`config.mk`:
```
export PLATFORM = sky130hd
export DESIGN_NAME = port_config_reset_and_irq
export DESIGN_NICKNAME = d
export VERILOG_FILES = /design/src/hdl/port_pkg.sv /design/src/hdl/fault_if.sv /design/src/hdl/fault_sync.sv /design/src/hdl/port_config_reset_and_irq.sv
export VERILOG_INCLUDE_DIRS = /design/src /design/src/hdl
export SDC_FILE = /design/constraint.sdc
export NUM_CORES = 1
export LEC_CHECK = 0
export BUFFER_PORTS_ARGS = -buffer_cell sky130_fd_sc_hd__buf_2
export CELL_PAD_IN_SITES_DETAIL_PLACEMENT = 0
export CELL_PAD_IN_SITES_GLOBAL_PLACEMENT = 2
export CORE_MARGIN = 3
export CORE_UTILIZATION = 27
export CTS_CLUSTER_DIAMETER = 50
export DETAILED_ROUTE_END_ITERATION = 10
export PLACE_DENSITY = 0.77
export SETUP_SLACK_MARGIN = 0.5
export SLEW_MARGIN = 20
export SYNTH_ARGS = -nofsm -noshare
export SYNTH_HDL_FRONTEND = slang
export SYNTH_SLANG_ARGS = --single-unit
```
`constraint.sdc`:
```
create_clock -name sys_clk -period 2.6 [get_ports sys_clk]
set_input_delay 0.39 -clock sys_clk [delete_from_list [all_inputs] [get_ports sys_clk]]
set_output_delay 0.39 -clock sys_clk [all_outputs]
set_load 0.005 [all_outputs]
```
`src/hdl/port_cfg.svh`:
```
// Register defaults, field positions and timing constants of the port block.
// Assumes inclusion by bare name from the design modules.
`ifndef PORT_CFG_SVH_CFG
`define PORT_CFG_SVH_CFG
// ============================================================
// Register indices
`define REG_STATUS 4'h0
`define REG_STAGE 4'h1
`define REG_CTRL1 4'h2
`define REG_CTRL2 4'h3
`define REG_LED1H 4'h4
`define REG_LED1L 4'h5
`define REG_LED2H 4'h6
`define REG_LED2L 4'h7
`define REG_PARITY 4'h8
// ============================================================
// Reset values
`define RST_STAGE 8'h80
`define RST_CTRL1 8'h21
`define RST_CTRL2 8'h21
`define RST_ZERO 8'h00
`define STAGE_MASK 8'hE0
`define STATUS_MASK 8'hBB
`define CTRL2_MASK 8'hBF
// ============================================================
// Field positions
`define ST_POWER_ON 7
`define ST_OVERTEMP 5
`define ST_CQ_OL 4
`define ST_IQ_OL 3
`define ST_REG_LOW 1
`define ST_PARITY 0
`define STAGE_HI 7
`define STAGE_LO 5
`define CQ_ENABLE_BIT 7
`define PAR_STATUS 7
`define PAR_STAGE 6
`define PAR_CTRL1 5
`define PAR_CTRL2 4
`define PAR_LED1H 3
// ============================================================
// Stage codes
`define STAGE_OFF 3'h0
`define STAGE_TRISTATE 3'h4
// ============================================================
// Startup parameters (mA, us, ms)
`define CQ_CUTOFF_MA 220
`define CQ_CUTOFF_DELAY_US 100
`define CQ_RESTART_MS 25
`define CQ_DEBOUNCE_US 5
`define SUPPLY_CUTOFF_US 0
`define SUPPLY_RESTART_MS 64
`define INPUT_DEBOUNCE_US 5
`define CLK_MHZ 250
`endif

```
`src/hdl/port_pkg.sv`:
```
// Types shared by the port block modules.
// Assumes the configuration header sits beside it.
package port_pkg;
    typedef logic [7:0] byte_t;
    typedef enum logic [2:0] {
        WR_IDLE = 3'b001,
        WR_CHECK = 3'b010,
        WR_COMMIT = 3'b100
    } write_state_e;
endpackage : port_pkg

```
`src/hdl/fault_if.sv`:
```
// Carries sampled fault levels from the synchroniser to the bank.
// Assumes one clock domain, sys_clk.
interface fault_if;
    logic power_on;
    logic overtemp;
    logic cq_overload;
    logic iq_overload;
    logic regulator_low;
    modport src (output power_on, overtemp, cq_overload, iq_overload,
        regulator_low);
    modport dst (input power_on, overtemp, cq_overload, iq_overload,
        regulator_low);
endinterface : fault_if

```
`src/hdl/fault_sync.sv`:
```
// Two-flop synchroniser for the asynchronous fault inputs.
// Assumes raw fault levels arrive from analog monitors.
module fault_sync (
    input wire logic sys_clk,
    input wire logic rst,
    input wire logic [4:0] raw_faults,
    fault_if.src faults
);
    typedef struct packed {
        logic [4:0] meta;
        logic [4:0] sync;
    } sync_s;
    sync_s state;
    sync_s next_state;

    always_comb begin
        next_state.meta = raw_faults;
        next_state.sync = state.meta;
        if (rst) begin
            next_state = '0;
        end
    end

    always_ff @(posedge sys_clk) begin
        state <= next_state;
    end

    assign faults.power_on = state.sync[4];
    assign faults.overtemp = state.sync[3];
    assign faults.cq_overload = state.sync[2];
    assign faults.iq_overload = state.sync[1];
    assign faults.regulator_low = state.sync[0];
endmodule : fault_sync

```
`src/hdl/port_config_reset_and_irq.sv`:
```
// Register bank with startup defaults, fault flags and open-drain interrupt.
// Assumes a serial front end delivers decoded writes and reads on sys_clk.
`include "port_cfg.svh"

// Operation
// Startup C/Q cutoff 220 mA, delay 100 us, restart 25 ms, debounce 5 us.
// Startup supply cutoff delay 0 us, restart 64 ms, input debounce 5 us.
// Stage select resets to 100, tristate; lower five bits unused.
// Fault flags, LED patterns and parity register reset to zero.
// Control one resets to 0x21; control two to 0x21, bit 6 unused.
// Interrupt output is open drain: only pulls low, never drives high.
// Any fault event pulls the interrupt line low.
// Host holds the interrupt line high by pull-up and wires it directly.
// Slow decay: high-side turn-off turns low-side switch on.
// Supply-tied load: low-side turn-off turns high-side switch on.
// Parity mismatch sets the parity-error flag and raises the interrupt.
// Direct jump between active stages is refused with a parity error.
module port_config_reset_and_irq (
    input wire logic sys_clk,
    input wire logic rst,
    input wire logic wr_valid,
    input wire logic [3:0] wr_addr,
    input wire logic [7:0] wr_data,
    input wire logic [2:0] wr_parity,
    input wire logic seq_valid,
    input wire logic [55:0] seq_data,
    input wire logic [7:0] seq_parity,
    input wire logic rd_valid,
    input wire logic [3:0] rd_addr,
    output logic [7:0] rd_data,
    input wire logic [4:0] raw_faults,
    input wire logic cq_high_side_cmd,
    input wire logic cq_low_side_cmd,
    output logic high_side_switch,
    output logic low_side_switch,
    output logic [7:0] cq_cutoff_current_ma,
    output logic [7:0] cq_cutoff_delay_us,
    output logic [7:0] cq_restart_delay_ms,
    output logic [7:0] cq_debounce_time_us,
    output logic [7:0] supply_line_cutoff_delay_us,
    output logic [7:0] supply_line_restart_delay_ms,
    output logic [7:0] input_debounce_default_us,
    output logic irq_o,
    output logic irq_oe
);
    // ============================================================
    // State
    typedef struct packed {
        port_pkg::byte_t fault_flags;
        port_pkg::byte_t output_stage_select;
        port_pkg::byte_t cq_protection_control;
        port_pkg::byte_t input_supply_control;
        port_pkg::byte_t [3:0] led;
        port_pkg::byte_t computed_parity;
        port_pkg::byte_t rd_data;
        logic hs_prev;
        logic ls_prev;
        logic high_side_switch;
        logic low_side_switch;
    } bank_s;
    bank_s state;
    bank_s next_state;

    fault_if faults ();

    fault_sync u_sync (
        .sys_clk(sys_clk),
        .rst(rst),
        .raw_faults(raw_faults),
        .faults(faults)
    );

    // ============================================================
    // Helpers
    function automatic logic [2:0] triple_parity(input logic [7:0] d);
        triple_parity = {^{d[6], d[4], d[2], d[0]},
            ^{d[7], d[5], d[3], d[1]}, ^d};
    endfunction : triple_parity

    // Off and tristate are the only passive codes
    function automatic logic stage_active(input logic [2:0] s);
        stage_active = (s != `STAGE_OFF) && (s != `STAGE_TRISTATE);
    endfunction : stage_active

    function automatic logic jump_bad(input logic [7:0] old_v,
        input logic [7:0] new_v);
        jump_bad = stage_active(old_v[`STAGE_HI:`STAGE_LO]) &&
            stage_active(new_v[`STAGE_HI:`STAGE_LO]) &&
            (old_v[`STAGE_HI:`STAGE_LO] != new_v[`STAGE_HI:`STAGE_LO]);
    endfunction : jump_bad

    logic [7:0] seq_byte [7];
    logic [7:0] seq_calc;
    genvar gi;
    generate
        for (gi = 0; gi < 7; gi++) begin : g_seq
            assign seq_byte[gi] = seq_data[gi*8 +: 8];
            assign seq_calc[`PAR_STAGE - gi] = ^seq_data[gi*8 +: 8];
        end
    endgenerate
    assign seq_calc[`PAR_STATUS] = ^state.fault_flags;

    // ============================================================
    // Next state
    always_comb begin
        logic write_ok;
        logic par_err;
        write_ok = 1'b0;
        par_err = 1'b0;
        next_state = state;
        // Hardware set wins over any clear in the same cycle
        next_state.fault_flags[`ST_POWER_ON] = state.fault_flags[`ST_POWER_ON]
            | faults.power_on;
        next_state.fault_flags[`ST_OVERTEMP] = state.fault_flags[`ST_OVERTEMP]
            | faults.overtemp;
        next_state.fault_flags[`ST_CQ_OL] = state.fault_flags[`ST_CQ_OL]
            | faults.cq_overload;
        next_state.fault_flags[`ST_IQ_OL] = state.fault_flags[`ST_IQ_OL]
            | faults.iq_overload;
        next_state.fault_flags[`ST_REG_LOW] = state.fault_flags[`ST_REG_LOW]
            | faults.regulator_low;
        if (wr_valid) begin
            write_ok = triple_parity(wr_data) == wr_parity;
            if (wr_addr == `REG_STAGE &&
                jump_bad(state.output_stage_select, wr_data)) begin
                write_ok = 1'b0;
            end
            if (!write_ok) begin
                par_err = 1'b1;
                next_state.fault_flags[`ST_PARITY] = 1'b1;
            end else begin
                unique case (wr_addr)
                    `REG_STAGE: begin
                        next_state.output_stage_select = wr_data &
                            `STAGE_MASK;
                        next_state.computed_parity[`PAR_STAGE] = ^wr_data;
                    end
                    `REG_CTRL1: begin
                        next_state.cq_protection_control = wr_data;
                        next_state.computed_parity[`PAR_CTRL1] = ^wr_data;
                    end
                    `REG_CTRL2: begin
                        next_state.input_supply_control = wr_data &
                            `CTRL2_MASK;
                        next_state.computed_parity[`PAR_CTRL2] = ^wr_data;
                    end
                    `REG_LED1H, `REG_LED1L, `REG_LED2H, `REG_LED2L: begin
                        next_state.led[wr_addr[1:0]] = wr_data;
                        next_state.computed_parity[`PAR_LED1H -
                            wr_addr[1:0]] = ^wr_data;
                    end
                    // Status, parity and spare indices take no data
                    default: begin
                    end
                endcase
            end
        end else if (seq_valid) begin
            next_state.computed_parity = seq_calc;
            // A direct jump between active stages rejects the whole sequence
            if (seq_calc[6:0] != seq_parity[6:0] ||
                jump_bad(state.output_stage_select, seq_byte[0])) begin
                par_err = 1'b1;
                next_state.fault_flags[`ST_PARITY] = 1'b1;
            end else begin
                next_state.output_stage_select = seq_byte[0] & `STAGE_MASK;
                next_state.cq_protection_control = seq_byte[1];
                next_state.input_supply_control = seq_byte[2] & `CTRL2_MASK;
                for (int i = 0; i < 4; i++) begin
                    next_state.led[i] = seq_byte[3 + i];
                end
            end
        end
        if (rd_valid) begin
            unique case (rd_addr)
                `REG_STATUS: begin
                    next_state.rd_data = state.fault_flags;
                    // Read clears, except events arriving this cycle
                    next_state.fault_flags = next_state.fault_flags &
                        ~state.fault_flags |
                        {faults.power_on, 1'b0, faults.overtemp,
                        faults.cq_overload, faults.iq_overload, 1'b0,
                        faults.regulator_low, 1'b0};
                    if (par_err) begin
                        next_state.fault_flags[`ST_PARITY] = 1'b1;
                    end
                end
                `REG_STAGE: next_state.rd_data = state.output_stage_select;
                `REG_CTRL1: next_state.rd_data = state.cq_protection_control;
                `REG_CTRL2: next_state.rd_data = state.input_supply_control;
                `REG_LED1H, `REG_LED1L, `REG_LED2H, `REG_LED2L:
                    next_state.rd_data = state.led[rd_addr[1:0]];
                `REG_PARITY: next_state.rd_data = state.computed_parity;
                default: next_state.rd_data = `RST_ZERO;
            endcase
        end
        // Slow decay and supply-tied load: complementary switch conducts on turn-off
        next_state.hs_prev = cq_high_side_cmd;
        next_state.ls_prev = cq_low_side_cmd;
        next_state.high_side_switch = cq_high_side_cmd |
            (state.ls_prev & ~cq_low_side_cmd);
        next_state.low_side_switch = cq_low_side_cmd |
            (state.hs_prev & ~cq_high_side_cmd);
        if (rst) begin
            next_state = '0;
            next_state.output_stage_select = `RST_STAGE;
            next_state.cq_protection_control = `RST_CTRL1;
            next_state.input_supply_control = `RST_CTRL2;
        end
    end

    always_ff @(posedge sys_clk) begin
        state <= next_state;
    end

    // ============================================================
    // Outputs
    assign rd_data = state.rd_data;
    assign high_side_switch = state.high_side_switch;
    assign low_side_switch = state.low_side_switch;
    assign cq_cutoff_current_ma = 8'(`CQ_CUTOFF_MA);
    assign cq_cutoff_delay_us = 8'(`CQ_CUTOFF_DELAY_US);
    assign cq_restart_delay_ms = 8'(`CQ_RESTART_MS);
    assign cq_debounce_time_us = 8'(`CQ_DEBOUNCE_US);
    assign supply_line_cutoff_delay_us = 8'(`SUPPLY_CUTOFF_US);
    assign supply_line_restart_delay_ms = 8'(`SUPPLY_RESTART_MS);
    assign input_debounce_default_us = 8'(`INPUT_DEBOUNCE_US);
    // Never drives high; host pull-up supplies the high level
    assign irq_o = 1'b0;
    assign irq_oe = |(state.fault_flags & `STATUS_MASK);
endmodule : port_config_reset_and_irq

```
== Word-level counts from Yosys, hierarchy flattened ==
Cells that the tools add are included.

* Register bits: 94
* Input port bits: 95
* Output and inout bits: 68
* Logic and storage cells: 142

* Add/subtract/negate cells: 1
* Magnitude comparators: 5
* Eq/ne operators: 31
* Multiplexer cells: 32
* Bitwise operators: 14
* Reduce and logical (&&, ||, !) cells: 39

{| class="wikitable"
|+ Operator list
! operator !! number
|-
| 65-bit 2-to-1 mux || 2
|-
| 8-bit XOR reduction || 9
|-
| 64-bit 2-to-1 mux || 1
|-
| 56-bit 2-to-1 mux || 1
|-
| 8-bit 2-to-1 mux || 7
|-
| 8-bit one-hot mux with 6 select lines || 1
|-
| 33-bit 2-to-1 mux || 1
|-
| 32-bit bitwise mux || 1
|-
| 4-bit by 3-bit == test with 1-bit output, second input constant || 8
|-
| 32-bit by 1-bit greater-or-equal comparator with 1-bit output, second input constant || 1
|-
| 32-bit by 4-bit < comparator with 1-bit output, second input constant || 1
|-
| 8-bit binary-select mux with 2-bit select || 1
|-
| 8-bit demux with 2-bit select || 1
|-
| 4-bit by 2-bit == test with 1-bit output, second input constant || 4
|-
| 4-bit AND reduction || 4
|-
| 3-bit AND reduction || 4
|-
| 1-bit logical AND || 10
|-
| 1-bit 2-to-1 mux || 10
|-
| 2-bit by 1-bit != test with 1-bit output, second input constant || 5
|-
| 3-bit by 1-bit != test with 1-bit output, second input constant || 3
|-
| 3-bit != test, second input constant || 3
|-
| 3-bit nonzero test || 3
|-
| 8-bit AND || 1
|-
| 8-bit bitwise mux || 1
|-
| other kinds (24) || 39
|}

== Depth between registers and ports, before layout ==
* Word-level depth: 14
* Depth in mapped cells: 9
* Mapped depth without buffers: 7

== By module ==
A second synthesis with hierarchy kept.

* Cell total of the unflattened synthesis: 710
* Area, all modules: 5992.0 um^2

{| class="wikitable"
|+ By module, submodules not included
! module !! instances !! cells each !! area an instance (um^2) !! sequential area each (um^2)
|-
| port_config_reset_and_irq || 1 || 690 || 5729.2 || 1521.5
|-
| fault_sync || 1 || 20 || 262.8 || 200.2
|}

== Worst setup path after synthesis ==
Ideal clock, no wire load.

* Path kind: input -> register
* Start: input port wr_data[5]
* End: register state[44] (netlist bit)
* Library setup time: 0.086 ns
* Arrival: 2.498 ns
* Data required time: 2.514 ns
* Path slack: 0.016 ns
* Stages on the path: 8
* Path buffers: 1
* Cells stage by stage: xor2_1 > xnor2_1 > nand2_1 > o221a_4 > or4_1 > buf_2 > a21o_1 > a211oi_1

* Longest elaborated chain between the ends: 9
* Elaborated cells on any way between the ends: 14
* Classes of those cells: eq/ne: 4; mux: 2; reduce/logical: 8

{| class="wikitable"
|+ Ends and longest elaborated chain
! item !! line !! source
|-
| from (decl) || port_config_reset_and_irq.sv:23 || <nowiki>input wire logic [7:0] wr_data,</nowiki>
|-
| 3-bit != test (no source line) / 3-bit nonzero test (equally long branches) || n/a ||
|-
| 1-bit logical AND || port_config_reset_and_irq.sv:82 || <nowiki>stage_active = (s != `STAGE_OFF) && (s != `STAGE_TRISTATE);</nowiki>
|-
| 1-bit logical AND (2 in a row) || port_config_reset_and_irq.sv:87 || <nowiki>jump_bad = stage_active(old_v[`STAGE_HI:`STAGE_LO]) &&</nowiki>
|-
| 1-bit logical AND || port_config_reset_and_irq.sv:124 || <nowiki>if (wr_addr == `REG_STAGE &&</nowiki>
|-
| 1-bit 2-to-1 mux (*) || port_config_reset_and_irq.sv:124 ||
|-
| 1-bit 2-to-1 mux (*) || port_config_reset_and_irq.sv:122 || <nowiki>if (wr_valid) begin</nowiki>
|-
| 2-bit by 1-bit != test with 1-bit output (no source line) (*) || n/a ||
|-
| 4-bit AND reduction (no source line) (*) || n/a ||
|-
| to (signal assigned) || port_config_reset_and_irq.sv:212 || <nowiki>state <= next_state;</nowiki>
|-
| to (decl) || port_config_reset_and_irq.sv:61 || <nowiki>bank_s state;</nowiki>
|}

Every way passes the cells marked *; elsewhere a longest branch is shown, timed or not. The select of a mux whose other input is x is not followed.
A chain may end at the register's enable or synchronous reset.

== Final worst setup path ==
* Start: input port wr_data[5]
* End: register state[64] (netlist bit)

Same word-level chain as after synthesis.

==> results.txt <==
Register bit total from synthesis: 86
# fillers: 2100
IO buf count: 104
Placed insts: 1078
CP endpoint kind: flop
P&R area growth vs syn: 46.6%
DRC errors left: 0
Gr ovfl total: 0
Post-route met1 wirelength: 9.79 mm
N_diodes: 0
Leakage: 3.22 nW
VDD IR max: 0.312 mV
Met3 WL: 992 um
Critical path cell sequence: buf_8 > xor2_4 > xnor2_4 > or2_1 > o221a_4 > buf_6 > nor4_4 > buf_4 > buf_12 > o211ai_1 > nor3b_2
Synth area leader: dfxtp_1
Sequential share of the synthesized area: 0.300
P per Cell Area: 492 mW/mm^2
IO Count: 163
Hold Crit Class: primary input to flop
Routability cong.: 0.789
Clock root buffer: clkbuf_16
Worst Path Max Fanout: 7
Vias: 5565
Wirelength per Cell: 18.4 um
Async SR Flop Fraction: 0
Starting density of the core: 0.279
Chip height: 152 um
Syn Inst Count: 690
Met2 wire length: 9.48 mm
Via density: 4.95
Endpoints failing setup: 0
DRT iter0 DRCs: 374
# nets final: 945
RSZ-0062 raised after global routing: yes
Largest net degree at the start of global routing: 58
CTS max path bufs: 2
Slew margin rel.: 0.524
CTS Buf Count: 9
Place WS: -0.174 ns
Die Area: 0.0231 mm^2
Post-Syn Area: 0.00574 mm^2
Fin. max-slew vios: 0
Pwr Total: 4.14 mW
Final Hold Viols: 0
Vias in the first global route: 5314
Initial antenna violation count: 0
CTS tree: built
Dpl hpwl: 14.7 mm
Worst hold slack: 0.262 ns
Status: finished clean
Final min period: 2.26 ns
Library cells used by synthesis: 56
Hold Buf Count CTS: 0
Crit path DAT: 2.47 ns
Skew final: 0.0129 ns
Share of cells above drive strength 1: 0.407
Number of synthesized flops with an enable pin: 0
Post-route ant nets: 0
Layout Cells excl Fill: 1124
Synth top area cells: dfxtp_1 (30%), buf_4 (8.5%), xnor2_1 (7.9%), a211oi_1 (4.4%), nand2_1 (4.0%)
YS warnings: 0
Worst setup SP type: primary input
Avg Synthesized Cell Area: 8.32 um^2
First-pass GRT wire length: 31.2 mm
Clock sink total: 86
Slowest-stage cell, CP: nor4_4
Synth Flop Type: dfxtp_1
FMAX: 443 MHz
Worst Setup Path Type: primary input to flop
Pre-antenna DRT Iters: 5
Rows: 52
Max Cap Viol: 0
Area share of the largest cell type after synthesis: 0.300
Clock-pin slew on the worst setup and hold paths: 0.07 ns
H-tree levels: 3
Worst-skew pair later-pin latency: 0.35 ns
GRT Total Usage: 0.170
Final WS setup: 0.343 ns
Worst slew pin tran: 0.711 ns
Part of the cycle the worst path needs: 0.868
Core Util, Final: 0.409
Core area: 0.0206 mm^2
Highest routed layer: met4
Die W: 152 um
Crit-path max cell delay: 0.38 ns
Final WL: 20.6 mm
Worst endpoint required time: 2.82 ns
==> layout by cell type (no fill, tap or decap), types with 7 or more instances in the layout <==
master | synthesis | routed
a2111oi_4 | 0 | 16
a211oi_1 | 34 | 11
a211oi_2 | 0 | 23
a21oi_1 | 39 | 34
buf_12 | 0 | 10
buf_2 | 4 | 96
buf_4 | 65 | 72
buf_6 | 0 | 15
clkbuf_16 | 0 | 10
conb_1 | 2 | 57
dfxtp_1 | 86 | 84
inv_1 | 22 | 22
mux2i_1 | 7 | 7
mux4_2 | 10 | 10
nand2_1 | 61 | 61
nor2_1 | 54 | 50
nor2b_1 | 14 | 13
nor3_1 | 31 | 25
nor3b_2 | 0 | 11
o211ai_1 | 21 | 21
o21ai_0 | 31 | 27
xnor2_1 | 52 | 38
xnor2_2 | 0 | 10
==> final cells by class <==
cell class              count  area (um^2)  area share
flip-flops and latches     86         1730       0.205
multi-input cells         533         4490       0.534
clock buffers              11          233      0.0276
inverters                  22         82.6     0.00981
well taps                 270          338      0.0401
repair buffers            197         1490       0.176
clock inverters             5         58.8     0.00699
==> kinds of logic after synthesis <==
| logic type | synth area share |
|---|---|
| AO/OA/AOI/OAI | 0.217 |
| XOR/XNOR | 0.123 |
| adder cells (fa/ha/maj) | 0.00218 |
| buffers and inverters | 0.128 |
| flip-flops | 0.300 |
| multiplexers | 0.0593 |
| other | 0.00131 |
| AND/OR/NAND/NOR | 0.170 |
==> registers in the layout, summed over array words and instances (netlist names) <==
signal,flops
state,66
low_side_switch,1
u_sync.faults.overtemp,1
u_sync.faults.cq_overload,1
u_sync.faults.regulator_low,1
rd_data,8
high_side_switch,1
u_sync.faults.power_on,1
u_sync.state,5
u_sync.faults.iq_overload,1
==> synth_stat cells, types with 5 or more instances <==
cell       instances
buf_4             65
xor2_1            10
dfxtp_1           86
nor2b_1           14
inv_1             22
mux4_2            10
o211ai_1          21
nor3b_1           14
o21ai_0           31
a221oi_1           8
clkbuf_1          35
mux2i_1            7
a211oi_1          34
a22oi_1            5
nor3_1            31
a21oi_1           39
nor2_1            54
nor4_1             5
a2111oi_0         18
nand2_1           61
xnor2_1           52
==> worst max-delay path, delay by kind of cell <==
family,cells,cell delay (ns)
buffers and inverters,4,0.55
AND/OR/NAND/NOR,3,0.82
XOR/XNOR,2,0.33
AO/OA/AOI/OAI,2,0.40
==> path summary, 6_finish.rpt <==
path,from,to,slack [ns],cells past startpoint
worst min-delay path,raw_faults[1],u_sync.state[6],0.26,2
worst min register to register,u_sync.faults.power_on,state[83],0.44,2
worst max register to register,state[74],state[20],0.36,12
worst max-delay path,wr_data[5],state[64],0.34,11
==> per-layer routing <==
layer / vias to the layer above / track usage
met3: 21 / 0.0319
li1: 2698 / -
met1: 2667 / 0.245
met2: 179 / 0.261
met4: 0 / 0.0492
met5: - / 0
==> per-stage QoR <==
step / setup TNS (ns) / cell area (um^2)
after floorplan: 0 / 6590
after global placement: -2.56 / 7320
after detailed placement: -3.40 / 7320
after CTS: 0 / 8150
after global routing: 0 / 8420
final: 0 / 8420
==> repair_timing <==
| item | in CTS | in global routing |
|---|---|---|
| pin swaps | 24 | 15 |
| resized for setup | 64 | 48 |
| buffers inserted | 18 | 6 |
| gates cloned | 5 | 1 |
| setup endpoints to repair | 57 | 57 |
==> report_power, final <==
group / internal (mW) / total (mW) / switching [mW]
clock network: 0.748 / 1.32 / 0.567
logic: 0.679 / 1.39 / 0.712
registers: 1.39 / 1.44 / 0.0499
No activity file was read; power rests on OpenSTA's default activity.
